**src/logic/param_bank_params.svh**
```systemverilog
`ifndef PARAM_BANK_PARAMS_SVH
`define PARAM_BANK_PARAMS_SVH

// ****************************************
// Offsets
// ****************************************
`define OFS_BUS_ADDR    5'h00
`define OFS_CHAN_LIST   5'h01
`define OFS_PROX12_EMIT 5'h02
`define OFS_PROX3_EMIT  5'h03
`define OFS_ALIGN       5'h05
`define OFS_HISTORY     5'h19
`define OFS_OFFSET      5'h1a
`define OFS_RSVD_1B     5'h1b
`define OFS_EMIT_REC    5'h1c
`define OFS_IR_COUNT    5'h1d
`define OFS_IR_GAIN     5'h1e
`define OFS_IR_MISC     5'h1f
`define PARAM_DEPTH     32
`define PARAM_TOP       8'h1f

// ****************************************
// Writable bit masks
// ****************************************
`define MASK_FULL       8'hff
`define MASK_CHAN_LIST  8'h77
`define MASK_PROX12     8'h77
`define MASK_PROX3      8'h07
`define MASK_ALIGN      8'h70
`define MASK_IR_COUNT   8'h70
`define MASK_IR_GAIN    8'h07
`define MASK_IR_MISC    8'h20
`define MASK_NONE       8'h00

// ****************************************
// Reset values
// ****************************************
`define RST_ZERO        8'h00
`define RST_PROX12      8'h21
`define RST_PROX3       8'h04
// Arbitrary power-up bus address
`define DEFAULT_BUS_ADDR 8'h10

// ****************************************
// Field positions
// ****************************************
`define BIT_ON_PS1      0
`define BIT_ON_PS2      1
`define BIT_ON_PS3      2
`define BIT_EN_VIS      4
`define BIT_EN_IR       5
`define BIT_EN_AUX      6
`define PS1_EMIT_LSB    0
`define PS2_EMIT_LSB    4
`define PS3_EMIT_LSB    0
`define EMIT_W          3
`define BIT_PS1_LOW     4
`define BIT_PS2_LOW     5
`define BIT_PS3_LOW     6
`define NUM_CHAN        6

`endif

```
**src/logic/param_bank_pkg.sv**
```systemverilog
package param_bank_pkg;
  typedef logic [15:0] result_t;
  typedef logic [7:0]  param_t;
  typedef enum logic [2:0] {
    CH_PS1,
    CH_PS2,
    CH_PS3,
    CH_VIS,
    CH_IR,
    CH_AUX
  } chan_e;
endpackage

```
**src/logic/result_if.sv**
```systemverilog
`timescale 1ns/1ps
interface result_if;
  import param_bank_pkg::*;
  logic                 store;
  chan_e                slot;
  logic [16:0]          raw;
  logic                 low;
  logic [5:0][15:0]     results;
  modport feeder (
    output store,
    output slot,
    output raw,
    output low,
    input  results
  );
  modport keeper (
    input  store,
    input  slot,
    input  raw,
    input  low,
    output results
  );
endinterface

```
**src/logic/result_store.sv**
```systemverilog
`timescale 1ns/1ps
`include "param_bank_params.svh"
module result_store (
  // Clock and reset
  input  wire logic      i_mclk,
  input  wire logic      i_srst,
  // Conversion side
  result_if.keeper       rif
);
  import param_bank_pkg::*;

  // ****************************************
  // Result pairs
  // ****************************************
  logic [5:0][15:0] res_q;

  always_ff @(posedge i_mclk) begin
    if (i_srst) begin
      res_q <= '0;
    end else if (rif.store) begin
      // Low or upper 16 of the 17-bit word
      res_q[rif.slot] <= rif.low ? rif.raw[15:0] : rif.raw[16:1];
    end
  end

  assign rif.results = res_q;
endmodule

```
**src/logic/param_bank.sv**
```systemverilog
`timescale 1ns/1ps
`include "param_bank_params.svh"
module param_bank (
  // Clock and reset
  input  wire logic                  i_mclk,
  input  wire logic                  i_srst,
  // Parameter write command
  input  wire logic                  i_wr_req,
  input  wire logic [7:0]            i_wr_offset,
  input  wire param_bank_pkg::param_t i_wr_data,
  // Parameter read command
  input  wire logic                  i_rd_req,
  input  wire logic [7:0]            i_rd_offset,
  output logic                       o_rd_valid,
  output param_bank_pkg::param_t     o_rd_data,
  // Bus address
  input  wire logic                  i_addr_commit,
  output param_bank_pkg::param_t     o_bus_addr,
  // Measurement sequencer
  input  wire logic                  i_meas_active,
  input  wire param_bank_pkg::chan_e i_meas_chan,
  output logic [2:0]                 o_emitter_drive,
  output param_bank_pkg::param_t     o_chan_list,
  output logic                       o_list_empty,
  // Conversion results
  input  wire logic                  i_conv_valid,
  input  wire param_bank_pkg::chan_e i_conv_chan,
  input  wire logic [16:0]           i_conv_data,
  output logic [5:0][15:0]           o_result,
  // Other ambient settings
  output param_bank_pkg::param_t     o_history,
  output param_bank_pkg::param_t     o_adc_offset,
  output param_bank_pkg::param_t     o_emit_rec,
  output param_bank_pkg::param_t     o_ir_count,
  output param_bank_pkg::param_t     o_ir_gain,
  output param_bank_pkg::param_t     o_ir_misc
);
  import param_bank_pkg::*;

  // ****************************************
  // Functions
  // ****************************************
  function automatic param_t wr_mask(input logic [4:0] ofs);
    case (ofs)
      `OFS_BUS_ADDR:    wr_mask = `MASK_FULL;
      `OFS_CHAN_LIST:   wr_mask = `MASK_CHAN_LIST;
      `OFS_PROX12_EMIT: wr_mask = `MASK_PROX12;
      `OFS_PROX3_EMIT:  wr_mask = `MASK_PROX3;
      `OFS_ALIGN:       wr_mask = `MASK_ALIGN;
      `OFS_HISTORY:     wr_mask = `MASK_FULL;
      `OFS_OFFSET:      wr_mask = `MASK_FULL;
      `OFS_EMIT_REC:    wr_mask = `MASK_FULL;
      `OFS_IR_COUNT:    wr_mask = `MASK_IR_COUNT;
      `OFS_IR_GAIN:     wr_mask = `MASK_IR_GAIN;
      `OFS_IR_MISC:     wr_mask = `MASK_IR_MISC;
      default:          wr_mask = `MASK_NONE;
    endcase
  endfunction

  function automatic param_t rst_val(input logic [4:0] ofs);
    case (ofs)
      `OFS_PROX12_EMIT: rst_val = `RST_PROX12;
      `OFS_PROX3_EMIT:  rst_val = `RST_PROX3;
      default:          rst_val = `RST_ZERO;
    endcase
  endfunction

  // Offsets above the table are outside the bank
  function automatic param_t eff_mask(input logic [7:0] ofs);
    eff_mask = (ofs > `PARAM_TOP) ? `MASK_NONE : wr_mask(ofs[4:0]);
  endfunction

  function automatic logic chan_on(input chan_e c, input param_t l);
    case (c)
      CH_PS1:  chan_on = l[`BIT_ON_PS1];
      CH_PS2:  chan_on = l[`BIT_ON_PS2];
      CH_PS3:  chan_on = l[`BIT_ON_PS3];
      CH_VIS:  chan_on = l[`BIT_EN_VIS];
      CH_IR:   chan_on = l[`BIT_EN_IR];
      CH_AUX:  chan_on = l[`BIT_EN_AUX];
      default: chan_on = 1'b0;
    endcase
  endfunction

  function automatic logic [2:0] emit_of(input chan_e c,
                                         input param_t p12,
                                         input param_t p3);
    case (c)
      CH_PS1:  emit_of = p12[`PS1_EMIT_LSB +: `EMIT_W];
      CH_PS2:  emit_of = p12[`PS2_EMIT_LSB +: `EMIT_W];
      CH_PS3:  emit_of = p3[`PS3_EMIT_LSB +: `EMIT_W];
      default: emit_of = 3'h0;
    endcase
  endfunction

  function automatic logic low_of(input chan_e c, input param_t a);
    case (c)
      CH_PS1:  low_of = a[`BIT_PS1_LOW];
      CH_PS2:  low_of = a[`BIT_PS2_LOW];
      CH_PS3:  low_of = a[`BIT_PS3_LOW];
      default: low_of = 1'b0;
    endcase
  endfunction

  // ****************************************
  // Parameter memory
  // ****************************************
  // Only reachable through the command port, never by bus address
  param_t param_q [0:`PARAM_DEPTH-1];
  logic   wr_hit;

  assign wr_hit = i_wr_req && (i_wr_offset <= `PARAM_TOP);

  always_ff @(posedge i_mclk) begin
    if (i_srst) begin
      for (int k = 0; k < `PARAM_DEPTH; k++) begin
        param_q[k] <= rst_val(5'(k));
      end
    end else if (wr_hit) begin
      // Reserved bits dropped on the way
      param_q[i_wr_offset[4:0]] <=
        i_wr_data & wr_mask(i_wr_offset[4:0]);
    end
  end

  // ****************************************
  // Read port
  // ****************************************
  param_t rd_data_q;
  logic   rd_valid_q;

  always_ff @(posedge i_mclk) begin
    if (i_srst) begin
      rd_valid_q <= 1'b0;
      rd_data_q  <= `RST_ZERO;
    end else begin
      rd_valid_q <= i_rd_req;
      if (i_rd_req) begin
        // Mask again so unmapped offsets read zero
        rd_data_q <= param_q[i_rd_offset[4:0]] & eff_mask(i_rd_offset);
      end
    end
  end

  assign o_rd_valid = rd_valid_q;
  assign o_rd_data  = rd_data_q;

  // ****************************************
  // Bus address
  // ****************************************
  // Host keeps the old address until commit, so no mid-frame switch
  param_t bus_addr_q;

  always_ff @(posedge i_mclk) begin
    if (i_srst) begin
      bus_addr_q <= `DEFAULT_BUS_ADDR;
    end else if (i_addr_commit) begin
      bus_addr_q <= param_q[`OFS_BUS_ADDR];
    end
  end

  assign o_bus_addr = bus_addr_q;

  // ****************************************
  // Emitter drive
  // ****************************************
  logic [2:0] emit_q;

  always_ff @(posedge i_mclk) begin
    if (i_srst) begin
      emit_q <= 3'h0;
    end else if (i_meas_active) begin
      emit_q <= emit_of(i_meas_chan, param_q[`OFS_PROX12_EMIT],
                        param_q[`OFS_PROX3_EMIT]);
    end else begin
      emit_q <= 3'h0;
    end
  end

  assign o_emitter_drive = emit_q;

  // ****************************************
  // Channel list and conversions
  // ****************************************
  result_if rif ();

  // Disabled channels keep their last result
  assign rif.store = i_conv_valid &&
                     chan_on(i_conv_chan, param_q[`OFS_CHAN_LIST]);
  assign rif.slot  = i_conv_chan;
  assign rif.raw   = i_conv_data;
  assign rif.low   = low_of(i_conv_chan, param_q[`OFS_ALIGN]);

  result_store u_store (
    .i_mclk (i_mclk),
    .i_srst (i_srst),
    .rif    (rif.keeper)
  );

  assign o_result     = rif.results;
  assign o_chan_list  = param_q[`OFS_CHAN_LIST];
  // Sequencer should refuse to start on an empty list
  assign o_list_empty = (param_q[`OFS_CHAN_LIST] == `RST_ZERO);
  assign o_history    = param_q[`OFS_HISTORY];
  assign o_adc_offset = param_q[`OFS_OFFSET];
  assign o_emit_rec   = param_q[`OFS_EMIT_REC];
  assign o_ir_count   = param_q[`OFS_IR_COUNT];
  assign o_ir_gain    = param_q[`OFS_IR_GAIN];
  assign o_ir_misc    = param_q[`OFS_IR_MISC];
endmodule

```
**config.mk**
```make
export PLATFORM = sky130hd
export DESIGN_NAME = param_bank
export DESIGN_NICKNAME = d
export VERILOG_FILES = /design/src/logic/param_bank_pkg.sv /design/src/logic/result_if.sv /design/src/logic/result_store.sv /design/src/logic/param_bank.sv
export VERILOG_INCLUDE_DIRS = /design/src /design/src/logic
export SDC_FILE = /design/constraint.sdc
export NUM_CORES = 1
export LEC_CHECK = 0
export ABC_AREA = 1
export BUFFER_PORTS_ARGS = -buffer_cell sky130_fd_sc_hd__buf_2
export CAP_MARGIN = 20
export CORE_MARGIN = 5
export CORE_UTILIZATION = 41
export DETAILED_ROUTE_END_ITERATION = 6
export SYNTH_ARGS = -nofsm -noshare
export SYNTH_HDL_FRONTEND = slang
export SYNTH_SLANG_ARGS = --single-unit
```
**constraint.sdc**
```tcl
create_clock -name i_mclk -period 2.3 [get_ports i_mclk]
set_input_delay 0 -clock i_mclk [delete_from_list [all_inputs] [get_ports i_mclk]]
set_output_delay 0 -clock i_mclk [all_outputs]
set_load 0.01 [all_outputs]
```
; After elaboration in Yosys (flattened, before gate mapping)
; Memory sizes are Yosys's and may differ from the RTL's. A register that Yosys moved wholly into a read port is not among the register bits.
; Index checks and enable logic that the tools add are counted.
[classes]
order_cmp = 4
n_eq_ne = 7
muxes = 23
bitwise_logic = 3
n_reduce_logical = 8
[ops]
columns = operator, count
row1 = $bwmux W96, 1
row2 = $mux W8, 9
row3 = $demux W16 S3, 1
row4 = $mux W16, 2
row5 = $and A8 B8 Y8, 2
row6 = $eq A3 B2 Y1 const B, 3
row7 = $pmux W3 S3, 1
row8 = $gt A8 B5 Y1 const B, 1
row9 = $le A8 B5 Y1 const B, 1
row10 = $logic_not A8 Y1, 1
row11 = $reduce_or A8 Y1, 1
row12 = $eq A3 B1 Y1 const B, 2
row13 = $eq A3 B3 Y1 const B, 2
row14 = $logic_not A3 Y1, 2
row15 = $mux W1, 6
row16 = $pmux W1 S6, 1
row17 = $mux W5, 1
row18 = $lt A3 B4 Y1 const B, 1
row19 = $ge A3 B1 Y1 const B, 1
row20 = $logic_and A1 B1 Y1, 3
row21 = $pmux W1 S3, 1
row22 = $reduce_or A2 Y1, 1
row23 = $not A1 Y1, 1
[word_totals]
register_bits = 108
ramBits = 256
mem_bits_ro = 512
inputBits = 54
out_inout_bits = 173
mem_count = 3
[memory_table]
columns = name, words, width, read_ports, rd_clocked_by_memory_dff, write_ports, line
row1 = (no name shown), 32, 8, 1, 0, 0, param_bank.sv:44  ; case (ofs)
row2 = (no name shown), 32, 8, 1, 0, 0, param_bank.sv:44
row3 = param_q, 32, 8, 12, 1, 32, param_bank.sv:109  ; param_t param_q [0:`PARAM_DEPTH-1];

; Longest topological paths before layout
; Gate-level depths: netlist of run 1.
[depth]
ltp_word = 7
ltp_mapped = 13
mapped_depth_nobuf = 10

; By module
; A second synthesis of run 1 with hierarchy kept.
[unflattened]
hier_cells = 1821
hier_area_um2 = 15479.8
[by_module_without_submodules]
columns = mod, n_inst, cells_each, area_per_inst_um2
row1 = param_bank, 1, 1229, 11431.0
row2 = result_store, 1, 592, 4048.9

; Worst setup path before layout of run 1
; No wires, ideal clock.
[synth_path]
path_kind = input to register
startpoint = input port i_rd_offset[1]
endpoint = register rd_data_q[4], in the netlist o_rd_data[4]
setup_ns = 0.132
t_arrival_ns = 1.674
setup_slack_ns = 0.494
stages = 13
path_buffers = 3
path_cell_list = clkbuf_1 > inv_1 > clkbuf_1 > buf_1 > ha_1 > o21ai_0 > inv_1 > o21ai_0 > nand2_1 > inv_1 > nor2_1 > nand3_1 > a21oi_1
[synth_between]
elab_chain_len = 5
elab_cells_between_ends = 7
[synth_rtl]
columns = element, line
row1 = from (decl), param_bank.sv:13  ; input wire logic [7:0] i_rd_offset,
row2 = $mem_v2 Z32 W8, -
row3 = $mux W8, param_bank.sv:138  ; if (i_rd_req) begin
row4 = $mux W8, param_bank.sv:133  ; if (i_srst) begin
row5 = $mux W8, param_bank.sv:70  ; eff_mask = (ofs > `PARAM_TOP) ? `MASK_NONE : wr_mask(ofs[4:0]);
row6 = $and A8 B8 Y8 *, param_bank.sv:140  ; rd_data_q <= param_q[i_rd_offset[4:0]] & eff_mask(i_rd_offset);
row7 = to (signal assigned), param_bank.sv:135  ; rd_data_q <= `RST_ZERO;
row8 = to (signal assigned), param_bank.sv:140
row9 = to (decl), param_bank.sv:129  ; param_t rd_data_q;
; Mark *: on every way between the ends. The rest lies on a longest branch, timed or not. The select of a mux whose other input is x is not followed.
; A chain may end at the register's enable or synchronous reset.

; Worst setup path in the final report of run 1
[layout_path]
startpoint = input port i_srst
endpoint = register emit_q[2], in the netlist o_emitter_drive[2]
[layout_between]
elab_chain_len = 1
[layout_rtl]
columns = element, line
row1 = from (decl), param_bank.sv:6  ; input wire logic i_srst,
row2 = $reduce_or A2 Y1 (no source line), -
row3 = to (signal assigned), param_bank.sv:173  ; emit_q <= emit_of(i_meas_chan, param_q[`OFS_PROX12_EMIT],
row4 = to (decl), param_bank.sv:167  ; logic [2:0] emit_q;
; No other way between the ends.

==> results.md, run 1 <==
- In the layout the commonest cells are sky130_fd_sc_hd__nand2_1 (582), sky130_fd_sc_hd__inv_1 (352), sky130_fd_sc_hd__nor2_1 (314).
- The total power is 15.3 mW.
- The clock arrives with 21.6 ps of skew.
- The areal power density over the cells is 740 nW/um2.
- The total of max-cap violations is 0.
- The multiplexer share of the synthesized area is 0.
- The first detailed-routing pass took 5 iterations.
- The number of setup violations in the final report is 0.
- In the finished design, the share of the clock period the worst path needs comes to 0.957.
- Entering global routing, the biggest net connects 130 pins.
- The data required time of the worst path is 2800 ps.
- The routed layout has 14,400 vias.
- Walking the worst path, the cells encountered are dlygate4sd3_1 -> buf_2 -> inv_4 -> nand2_1 -> a31oi_1 -> dlygate4sd3_1 -> o21ai_0 -> dlygate4sd3_1 -> inv_1.
- The post-DP HPWL is 36.5 mm.
- The startpoint-to-endpoint class of the critical path is in2reg.
- The final period demand of the worst path is 2200 ps.
- The flow ran to the end, and the final reports show no timing, DRC or antenna violations.
- Measured along the y axis, the die boundary spans 213 um.
- The remaining design rule violation count is 0.
- In this run the horizontal extent of the chip is 213 um.
- The number of global-route vias before repair is 13,700.
- The post-synth design cell area is 16,800 um2.
- TritonCTS built the clock tree.
- The number of cells produced by synthesis is 2,087.
- The highest fanout seen on the critical path is 38.
- The critical path runs through a total of 9 cells.
- The number of slew-limit violations in the final report was 0.
- Measured in cells, the most critical reg-to-reg path has a length of 9.
- Data arrives at the worst endpoint at 2700 ps.
- The class of the tightest hold or removal check is in2reg.
- The total congestion overflow is 0.
- Clock-pin slew was measured on the worst setup and hold paths at 60 ps.
- The cell family contributing the most delay on the critical path is buffers and inverters.
- The die covers 45,200 um2.
- The cell row count is 74.
- In this run the remaining antenna-violating nets after routing total 0.
- The endpoint type of the worst setup path is a register.
- The number of standard cells in the layout, taps in and fillers out is 3,034.
- The compound-gate portion of the synthesized area came to 0.0396.
- Of the total synthesized cell area, the portion taken by AND, OR, NAND and NOR gates is 0.270.
- Summing all placed instances gives a cell area of 19,300 um2.
- The maximum root-to-sink buffer count is 3.
- The maximum operating frequency is 454 MHz.
- The mean area per synthesized cell is 8.06 um2.
- The critical path launch point is i_srst.
- The largest individual stage delay along the critical path comes from the cell sky130_fd_sc_hd__dlygate4sd3_1.
- The number of nets in the final layout is 2,530.
- The per-cell via count in the routed design is 4.73.
- After detailed routing, the total wire length is 50.7 mm.
- Including well taps, the total number of placed cells is 2,944.
- In this run, synthesis produced a sequential element count of 364.
- Summing all non-filler instances in the final layout gives an area of 20,700 um2.
- For the final routed database, the setup TNS stands at 0 ps.
- The first global-routing pass estimated 78.0 mm of wire.
- Setup repair after global routing left no endpoint under its margin.
- The synthesized-area fraction occupied by xor and xnor cells is 0.
- Pin placement for this block handled 227 I/O pins.
- Port buffering added 226 buffers.
- The count of clock tree sinks is 364.
- The placer congestion estimate is 0.908.
- For this configuration, the core starts out at a cell density of 0.413.
- The worst hold path begins at i_wr_data[6].
- Of the synthesized area, sequential elements account for 0.581.
- For the pin with the worst max-slew slack, the measured transition is 954 ps.
- The number of library cell types mapped by synthesis is 25.
- The cell seen most often among critical-path stages is sky130_fd_sc_hd__dlygate4sd3_1.
- The number of hold violations in the final report came to 0.
- The largest family of logic cells by synthesized area is simple AND/OR/NAND/NOR gates.
- Measured against its own limit, the worst slew margin works out to 0.360.
- Together, buffers and inverters on the worst path number 6.
- The worst stage delay on the critical path is 600 ps.
- The startpoint identified for the worst register-to-register timing path is param_q[5][5].
- The largest vdd supply drop is 0.452 mV.
- The H-tree was split into 2 levels.
- STA classifies the critical path startpoint as a primary input.
- The capture point of the worst reg-to-reg path is u_store.rif.results[64].
- In this run the clock root is driven by a sky130_fd_sc_hd__clkbuf_16.
- Of the cells placed in the final design, the portion with a size suffix greater than 1 is 0.144.
- For this design the static power due to leakage is 9.75 nW.
- The initial antenna violation count is 4.
- The number of warning messages in the yosys log is 0.
- The number of buffers added by the clock tree synthesis step is 41.
- The region available for standard cell placement spans 40,700 um2.
- After the first detailed-routing iteration, the DRC count stood at 1,249.
- The number of setup buffers added after CTS is 0.
- Across every metal layer, demand over resource in global routing totals 0.222.
- Leaving out fill and tap cells, the most frequent cell in the layout is sky130_fd_sc_hd__nand2_1.
- The later pin in the worst-skew pair is clocked with a latency of 560 ps.
- The average detailed-routed wire length per instance is 16.7 um.
- The relative area change from synthesis to final layout is 23.1%.
- The setup slack on the worst flop-to-flop path is 290 ps.
- The post-synthesis share of cell area spent on full adders, half adders and majority gates is 0.00521.
- The critical path ends at o_emitter_drive[2].
cells by family (layout without fill, tap and decap cells):
kind of cell             count (synthesis)  count (layout)
AO/OA/AOI/OAI                          129             129
adder cells (fa/ha/maj)                  7               7
buffers and inverters                  461             736
flip-flops                             364             364
other                                    1             141
AND/OR/NAND/NOR                       1125            1125
how the worst min path moves through the flow:
| stage | to | cells past startpoint | slack, ps |
|---|---|---|---|
| finish | param_q[29][6] | 4 | 30 |
| global route | param_q[27][6] | 4 | 30 |
| CTS | o_emitter_drive[0] | 5 | 4 |
| detailed placement | o_bus_addr[6] | 2 | 360 |
| global placement | o_bus_addr[0] | 2 | 350 |
| floorplan | o_bus_addr[0] | 2 | 190 |
registers in the layout (all words and copies together), names as in the netlist:
signal               count
o_emitter_drive          3
o_rd_data                8
o_bus_addr               8
o_rd_valid               1
param_q                248
u_store.rif.results     96
cell usage after synthesis:
library cell | n | area, um2
sky130_fd_sc_hd__inv_2 | 2 | 7.51
sky130_fd_sc_hd__nand4_1 | 1 | 6.26
sky130_fd_sc_hd__nor3_2 | 6 | 60.1
sky130_fd_sc_hd__edfxtp_1 | 248 | 7450
sky130_fd_sc_hd__o211ai_1 | 4 | 30.0
sky130_fd_sc_hd__buf_1 | 19 | 71.3
sky130_fd_sc_hd__ha_1 | 7 | 87.6
sky130_fd_sc_hd__nor2_1 | 315 | 1180
sky130_fd_sc_hd__dfxtp_1 | 116 | 2320
sky130_fd_sc_hd__nand2_1 | 582 | 2180
sky130_fd_sc_hd__clkbuf_1 | 72 | 270
sky130_fd_sc_hd__buf_2 | 11 | 55.1
sky130_fd_sc_hd__inv_1 | 353 | 1330
sky130_fd_sc_hd__nand3b_1 | 3 | 22.5
sky130_fd_sc_hd__a31oi_1 | 1 | 6.26
sky130_fd_sc_hd__a21oi_1 | 31 | 155
sky130_fd_sc_hd__conb_1 | 1 | 3.75
sky130_fd_sc_hd__o21bai_1 | 1 | 7.51
sky130_fd_sc_hd__o22ai_1 | 3 | 18.8
sky130_fd_sc_hd__o21ai_1 | 17 | 85.1
sky130_fd_sc_hd__clkinv_1 | 4 | 15.0
sky130_fd_sc_hd__nand3_1 | 215 | 1080
sky130_fd_sc_hd__nor3_1 | 3 | 15.0
sky130_fd_sc_hd__o21ai_0 | 71 | 355
sky130_fd_sc_hd__o21a_1 | 1 | 7.51
repair_timing:
action	in CTS	in global routing
hold buffers	14	0
resized for setup	0	0
endpoints found under the hold margin	31	0
report_power, final:
| part | internal [mW] | switching (mW) | leakage (nW) |
|---|---|---|---|
| Clock | 3.64 | 2.64 | 0.626 |
| Combinational | 0.463 | 1.08 | 5.79 |
| Sequential | 7.35 | 0.133 | 3.34 |
layout make-up:
cell class	instances	area [um2]
Multi-Input combinational cell	1401	5830
Antenna cell	1	2.50
Timing Repair Buffer	302	1800
Clock inverter	20	156
Clock buffer	55	1120
Sequential cell	364	9770
Tap cell	532	666
Fill cell	3917	20000
Inverter	359	1350
metal layers:
layer  part of all wire  wire (um)  GRT usage
met5            0.00065         33          0
met4              0.035       1790     0.0806
met3              0.087       4420     0.0425
met2               0.45      22900      0.359
met1               0.43      21600      0.300
per-stage QoR:
stage	utilization	hold WS (ps)	setup slack, ps
3_5_place_dp	0.473	356	343
3_3_place_gp	0.473	353	361
6_report	0.508	33.4	97.8
5_1_grt	0.508	29.2	9.91
2_1_floorplan	-	192	494
4_1_cts	0.508	3.93	161
worst reg2reg max path, cell delays in order, from the launching register on:
cell and delay, ps:
sky130_fd_sc_hd__edfxtp_1 400, sky130_fd_sc_hd__nand2_1 90, sky130_fd_sc_hd__nand3_1 110, sky130_fd_sc_hd__buf_12 190, sky130_fd_sc_hd__o21ai_1 140, sky130_fd_sc_hd__buf_4 190
sky130_fd_sc_hd__nand3_1 100, sky130_fd_sc_hd__dlygate4sd3_1 600, sky130_fd_sc_hd__nand2_1 60, sky130_fd_sc_hd__nor2_1 40
Note: power is estimated with default switching activity, not from simulation.
==> run 2: changes to the inputs <==
- BUFFER_PORTS_ARGS: -buffer_cell sky130_fd_sc_hd__buf_2 -> -buffer_cell sky130_fd_sc_hd__clkbuf_2
==> results.md, run 2 (synthesized netlist as in run 1, its figures left out) <==
- The flow ran to the end, and the final reports show no timing, DRC or antenna violations.
- Setup repair after global routing left no endpoint under its margin.
- Compared with the post-synthesis result, the final layout area differs by 22.9%.
- The initial detailed-routing violation count is 1,198.
- The aggregate global-route resource usage is 0.223.
- The number of inserted filler cells in the final layout is 3,977.
- The total inserted antenna cells is 0.
- The number of standard cells in the layout, taps in and fillers out is 3,023.
- The register with the most flip-flops in the layout has 248 of them.
- The number of hold violations in the final report came to 0.
- The combinational cell fraction of total power is 0.099.
- The net count of the finished layout is 2,524.
- The starting density of the core is 0.413.
- Along the worst path, the maximum fanout reaches 15.
- The total congestion overflow is 0.
- Clock-pin slew was measured on the worst setup and hold paths at 60 ps.
- Of the available clock period, the critical path in the final layout requires 0.894.
- For this design the top-level I/O count stands at 227.
- The wire-length estimate of the detail-placed layout is 37.2 mm.
- The largest register by flop count is param_q.
- The overall die width is 213 um.
- Dividing the detail-routed via count by the number of cells gives 4.70.
- In this run the static leakage power is 9.67 nW.
- The aggregate routed wire length is 51.2 mm.
- The largest vdd supply drop is 0.591 mV.
- Of the total power, registers draw 0.485.
- The initial antenna violation count is 1.
- The post-route setup TNS is 0 ps.
- In this run the tool buffered the top-level ports with 226 buffer cells.
- The core region area is 40,700 um2.
- For this run, the slowest stage of the critical path takes 550 ps.
- The share of total power dissipated in the clock network is 0.416.
- The summed area of non-filler cells in the final layout is 20,700 um2.
- The number of global-route vias before repair is 13,400.
- STA classifies the critical path startpoint as a primary input.
- At the end of routability-driven placement, the weighted congestion stood at 0.879.
- Broken down by cell family, the worst path's largest delay share belongs to buffers and inverters.
- The library cell used most frequently in the layout, excluding fill and tap cells, is sky130_fd_sc_hd__nand2_1.
- The switching share of total power is 0.247.
- In the layout the commonest cells are sky130_fd_sc_hd__nand2_1 (582), sky130_fd_sc_hd__inv_1 (352), sky130_fd_sc_hd__nor2_1 (313).
- The routed layout has 14,200 vias.
- Buffers inserted during clock tree synthesis total 42.
- The maximum operating frequency is 486 MHz.
- The die span in y is 213 um.
- In this run the remaining antenna-violating nets after routing total 0.
- The final worst clock skew is 24.7 ps.
- The first global-routing pass estimated 77.7 mm of wire.
- Entering global routing, the biggest net connects 78 pins.
- TritonCTS built the clock tree.
- The setup slack on the worst flop-to-flop path is 340 ps.
- The data required time of the worst path is 2800 ps.
- The worst slew margin relative to its limit is 0.390.
- The min-delay analysis places its worst path in the category in2reg.
- The number of slew-limit violations in the final report is 0.
- For this run, the share of the core covered by cells in the final layout is 0.507.
- The instance area at placement is 19,200 um2.
- The maximum root-to-sink buffer count is 3.
- The areal power density over the cells is 747 nW/um2.
- The number of setup violations in the final report is 0.
- The CTS root buffer is sky130_fd_sc_hd__clkbuf_16.
- The later pin in the worst-skew pair is clocked with a latency of 570 ps.
- The slowest stage of the critical path is the sky130_fd_sc_hd__dlygate4sd3_1 cell.
- The measured slew at the worst slew-check pin is 909 ps.
- In this run the number of H-tree levels came out at 2.
- Walking the worst path, the cells encountered are dlygate4sd3_1 -> clkbuf_2 -> nor2_1 -> inv_1 -> a21oi_1 -> nor2_1 -> nand2_1 -> nand3_1 -> dlygate4sd3_1 -> a21oi_1.
- For this design, the sink count on the clock tree is 364.
- The first detailed-routing pass took 5 iterations.
- The setup path with the least slack is of type in2reg.
- The net switching power of the design is 3.81 mW.
- The critical path contains buffers and inverters numbering 4 combined.
- STA puts the critical path data arrival time at 2560 ps.
- The endpoint type of the worst setup path is a register.
- The total internal power is 11.6 mW.
- Of the cells placed in the final design, the portion with a size suffix greater than 1 is 0.142.
- The die covers 45,200 um2.
- The average detailed-routed wire length per instance is 17.0 um.
- The cell row count is 74.
- Max-cap violations in this run came to 0.
- After layout, the minimum clock period comes to 2060 ps.
- The number of placed instances with taps included is 2,941.
- The remaining design rule violation count is 0.
## run 2: cell types whose count changed in the layout (fill, tap and decap cells not counted), moves of 4 or more
cell | previous run | this run
sky130_fd_sc_hd__buf_2 | 225 | 0
sky130_fd_sc_hd__clkbuf_2 | 0 | 225
sky130_fd_sc_hd__clkbuf_16 | 41 | 46
sky130_fd_sc_hd__dlygate4sd3_1 | 14 | 10
## run 2: routing by layer
layer / track usage / up-vias / wire [um] / share of wire
met4: 0.0689 / 2 / 1380 / 0.027
met1: 0.301 / 6455 / 21500 / 0.42
met2: 0.370 / 567 / 23900 / 0.47
met3: 0.0398 / 93 / 4440 / 0.087
li1: - / 7101 / - / -
met5: 0 / - / 13 / 0.00025
## run 2: stage by stage
step                      power (mW)  worst slack, ps  hold WS, ps
after floorplan                 8.49              494          192
after global placement          9.12              400          381
after detailed placement        9.14              292          396
after CTS                       15.6              257         4.04
after global routing            16.0             98.8         54.3
final                           15.4              244         32.8
## run 2: area by class of cell
cell class	count	area, um2	area share
clock inverter	12	80.1	0.00388
inverter	359	1350	0.0654
timing repair buffer	295	1730	0.0836
multi-input combinational	1401	5840	0.282
sequential	364	9770	0.473
clock buffer	60	1230	0.0597
tap	532	666	0.0322
## run 2: path summary, 6_finish.rpt
check | start | endpoint | depth (start not counted)
setup / recovery | i_rd_offset[3] | o_rd_data[5] | 10
hold / removal | i_wr_offset[2] | param_q[3][2] | 5
setup reg to reg | param_q[1][4] | u_store.rif.results[6] | 8
hold reg to reg | o_rd_data[3] | o_rd_data[3] | 2
## run 2: what timing repair did
action                                  4_1_cts  5_1_grt
buffers inserted                              0        0
hold buffers                                 10        0
gates resized for setup                       0        1
hold endpoints to repair                     26        0
endpoints found under the setup margin        0        1
## run 2: tightest hold or removal path, stage by stage
cell and delay [ps]:
sky130_fd_sc_hd__clkbuf_2 160, sky130_fd_sc_hd__nor2_1 90, sky130_fd_sc_hd__inv_1 100, sky130_fd_sc_hd__nor2_1 70, sky130_fd_sc_hd__nand2_1 60
## run 2: power groups by stage
stage | registers, mW | clock network [mW] | logic (mW)
floorplan | 7.63 | 0 | 0.858
global placement | 7.62 | 0 | 1.50
detailed placement | 7.63 | 0 | 1.51
CTS | 7.49 | 6.55 | 1.53
global route | 7.52 | 6.80 | 1.70
finish | 7.49 | 6.42 | 1.53
==> run 3: changes to the inputs <==
- CORE_MARGIN: 5 -> 2
==> results.md, run 3 (synthesized netlist as in run 1, its figures left out) <==
- The run finished with clean final reports.
- The maximum operating frequency is 475 MHz.
- For the worst flop-to-flop path, the logic depth is 8.
- The worst path in the final design needs a cycle of 2110 ps, including I/O delays and setup.
- For flop-to-flop paths, the worst setup slack is 220 ps.
- The post-DP HPWL is 35.6 mm.
- The first global-routing pass estimated 76.1 mm of wire.
- The relative area change from synthesis to final layout is 23.5%.
- The commonest non-fill, non-tap cell in the layout is sky130_fd_sc_hd__nand2_1.
- The share of total power dissipated in sequential elements is 0.490.
- The capture point of the critical path is o_emitter_drive[2].
- Along the worst hold path, the cell count comes to 5.
- The number of slew-limit violations in the final report is 0.
- The number of placed I/O pins is 227.
- After global routing the overflow that remains totals 0.
- In this run, CTS created clock tree buffers numbering 41.
- The initial antenna violation count is 5.
- In the final layout, the share of cells above drive strength 1 is 0.143.
- In this run the worst hold path is classified as in2reg.
- The analysis attributes to net switching a power of 3.84 mW.
- Power spread over the standard cell area amounts to 736 nW/um2.
- The starting density of the core is 0.414.
- The initial detailed-routing violation count is 1,045.
- The overall die width is 207 um.
- The number of global-route vias before repair is 13,400.
- The clock passes through at most 3 buffers.
- The worst flop-to-flop path startpoint is param_q[5][6].
- The number of nets in the final layout is 2,539.
- The capture point of the worst reg-to-reg path is u_store.rif.results[66].
- The overall via count from detail_route is 14,300.
- The floorplan step defined a core boundary enclosing 40,600 um2.
- The sequential standard cell area is 9770 um2.
- The number of setup violations in the final report is 0.
- At the worst endpoint, the required time is 2810 ps.
- For this block, the routed nets add up to 49.8 mm of wire.
- Of the available clock period, the critical path in the final layout requires 0.916.
- The largest vdd supply drop is 0.429 mV.
- Clock skew on the completed layout was measured at 28.2 ps.
- The number of flip-flops under the largest register name is 248.
- The floorplan has 74 rows.
- The worst slew margin relative to its limit is 0.416.
- The part of the total power dissipated in the clock network is 0.409.
- Setup repair after global routing left no endpoint under its margin.
- The cell seen most often among critical-path stages is sky130_fd_sc_hd__dlygate4sd3_1.
- Max-cap violations in this run came to 0.
- The first detailed-routing pass took 5 iterations.
- The completed layout was analyzed and its total power is 15.3 mW.
- The remaining design rule violation count is 0.
- The floorplan step set the die height to 207 um.
- Data on the critical path arrives at its endpoint at 2620 ps.
- The multi-input logic area is 5830 um2.
- The leakage power is 9.71 nW.
- In the final timing run, aggregate negative setup slack is 0 ps.
- The source-to-sink clock delay at the later pin of the worst-skew pair is 570 ps.
- The TritonCTS clock tree is done.
- The root buffer cell chosen for the clock tree is sky130_fd_sc_hd__clkbuf_16.
- The number of nets with antenna violations after detailed routing is 0.
- The signal on the critical path passes through dlygate4sd3_1 -> clkbuf_2 -> buf_4 -> inv_6 -> nand2_1 -> a31oi_1 -> dlygate4sd3_1 -> o21ai_0 -> dlygate4sd3_1 -> inv_1.
- The count of clock tree sinks is 364.
- param_q holds more flip-flops than any other register.
- The die area is 42,700 um2.
- In this run the worst path has a maximum fanout of 35.
- On the worst path, the slowest cell contributes a delay of 590 ps.
- Of the total power, the share spent switching nets is 0.251.
- The startpoint class of the critical path is a primary input.
- The worst setup path is of the in2reg kind.
- The endpoint type of the worst setup path is a register.
- The cell with the largest stage delay on the worst path is sky130_fd_sc_hd__dlygate4sd3_1.
- Tracing the worst setup path back leads to its startpoint at i_srst.
- The combinational cell fraction of total power is 0.101.
- The maximum number of pins on one net before global-route repair is 130.
- Across every metal layer, demand over resource in global routing totals 0.235.
- The measured slew at the worst slew-check pin is 870 ps.
- The clock transition at the registers of the reported paths is 60 ps.
- The number of hold violations in the final report is 0.
- The top cell types in the final layout, fill and taps aside, are sky130_fd_sc_hd__nand2_1 (582), sky130_fd_sc_hd__inv_1 (352), sky130_fd_sc_hd__nor2_1 (314).
- The average detailed-routed wire length per instance is 16.4 um.
- Fill cells in the final layout number 4,011.
- The internal power of the cells totals 11.4 mW.
- The number of setup buffers added after CTS is 0.
- The per-cell via count in the routed design is 4.69.
- CTS built an H-tree with a depth of 2.
- Routability-driven placement finished with a final weighted congestion of 0.884.
- The number of port buffers is 226.
-- run 3: cell count changes in the layout (fill, tap and decap cells not counted), sizes merged --
cell and change:
inv +2, diode +4, buf +7, dlygate4sd3 +9
clkinvlp +1, bufinv -1
-- run 3: power by group through the flow --
stage / clock, mW / sequential [mW] / combinational (mW)
floorplan: 0 / 7.63 / 0.858
global placement: 0 / 7.61 / 1.50
detailed placement: 0 / 7.62 / 1.51
CTS: 6.37 / 7.49 / 1.54
global route: 6.60 / 7.51 / 1.73
finish: 6.26 / 7.49 / 1.54
-- run 3: critical path, delay by kind of cell --
family | cells | cell delay (ps)
buffers and inverters | 7 | 2260
AO/OA/AOI/OAI | 2 | 250
AND/OR/NAND/NOR | 1 | 90
-- run 3: what timing repair did --
item	CTS	global route
setup endpoints to repair	0	1
hold buffers	19	0
gates resized for setup	0	1
endpoints found under the hold margin	53	0
-- run 3: routing by layer --
metal / wire length (um) / track usage / vias to the layer above
li1: - / - / 7136
met1: 21300 / 0.310 / 6517
met2: 23200 / 0.388 / 536
met3: 3840 / 0.0443 / 78
met4: 1430 / 0.0819 / 2
met5: 13 / 0 / -
-- run 3: cell type report --
type,count,share of cell area
Antenna cell,4,0.000482
Tap cell,532,0.0320
Clock buffer,60,0.0579
Clock inverter,14,0.00331
Sequential cell,364,0.470
Multi-Input combinational cell,1401,0.281
Timing Repair Buffer,311,0.0900
Inverter,359,0.0652
-- run 3: worst min path at each step --
stage	slack [ps]	endpoint	from
finish	30	o_emitter_drive[0]	i_meas_chan[0]
global route	30	param_q[1][6]	i_wr_data[6]
CTS	7	param_q[3][4]	i_wr_data[4]
detailed placement	370	o_emitter_drive[2]	i_meas_active
global placement	370	o_bus_addr[5]	i_addr_commit
floorplan	190	o_bus_addr[0]	i_addr_commit
-- run 3: stage by stage --
step           utilization  worst slack, ps  instances  area (um2)  hold slack, ps
6_report             0.511              193       3045       20800            25.2
4_1_cts              0.511              150       3041       20800            7.10
3_3_place_gp         0.475              350       2948       19300             369
3_5_place_dp         0.475              313       2948       19300             369
2_1_floorplan            -              494       2226       17300             192
5_1_grt              0.511             16.6       3043       20800            29.8
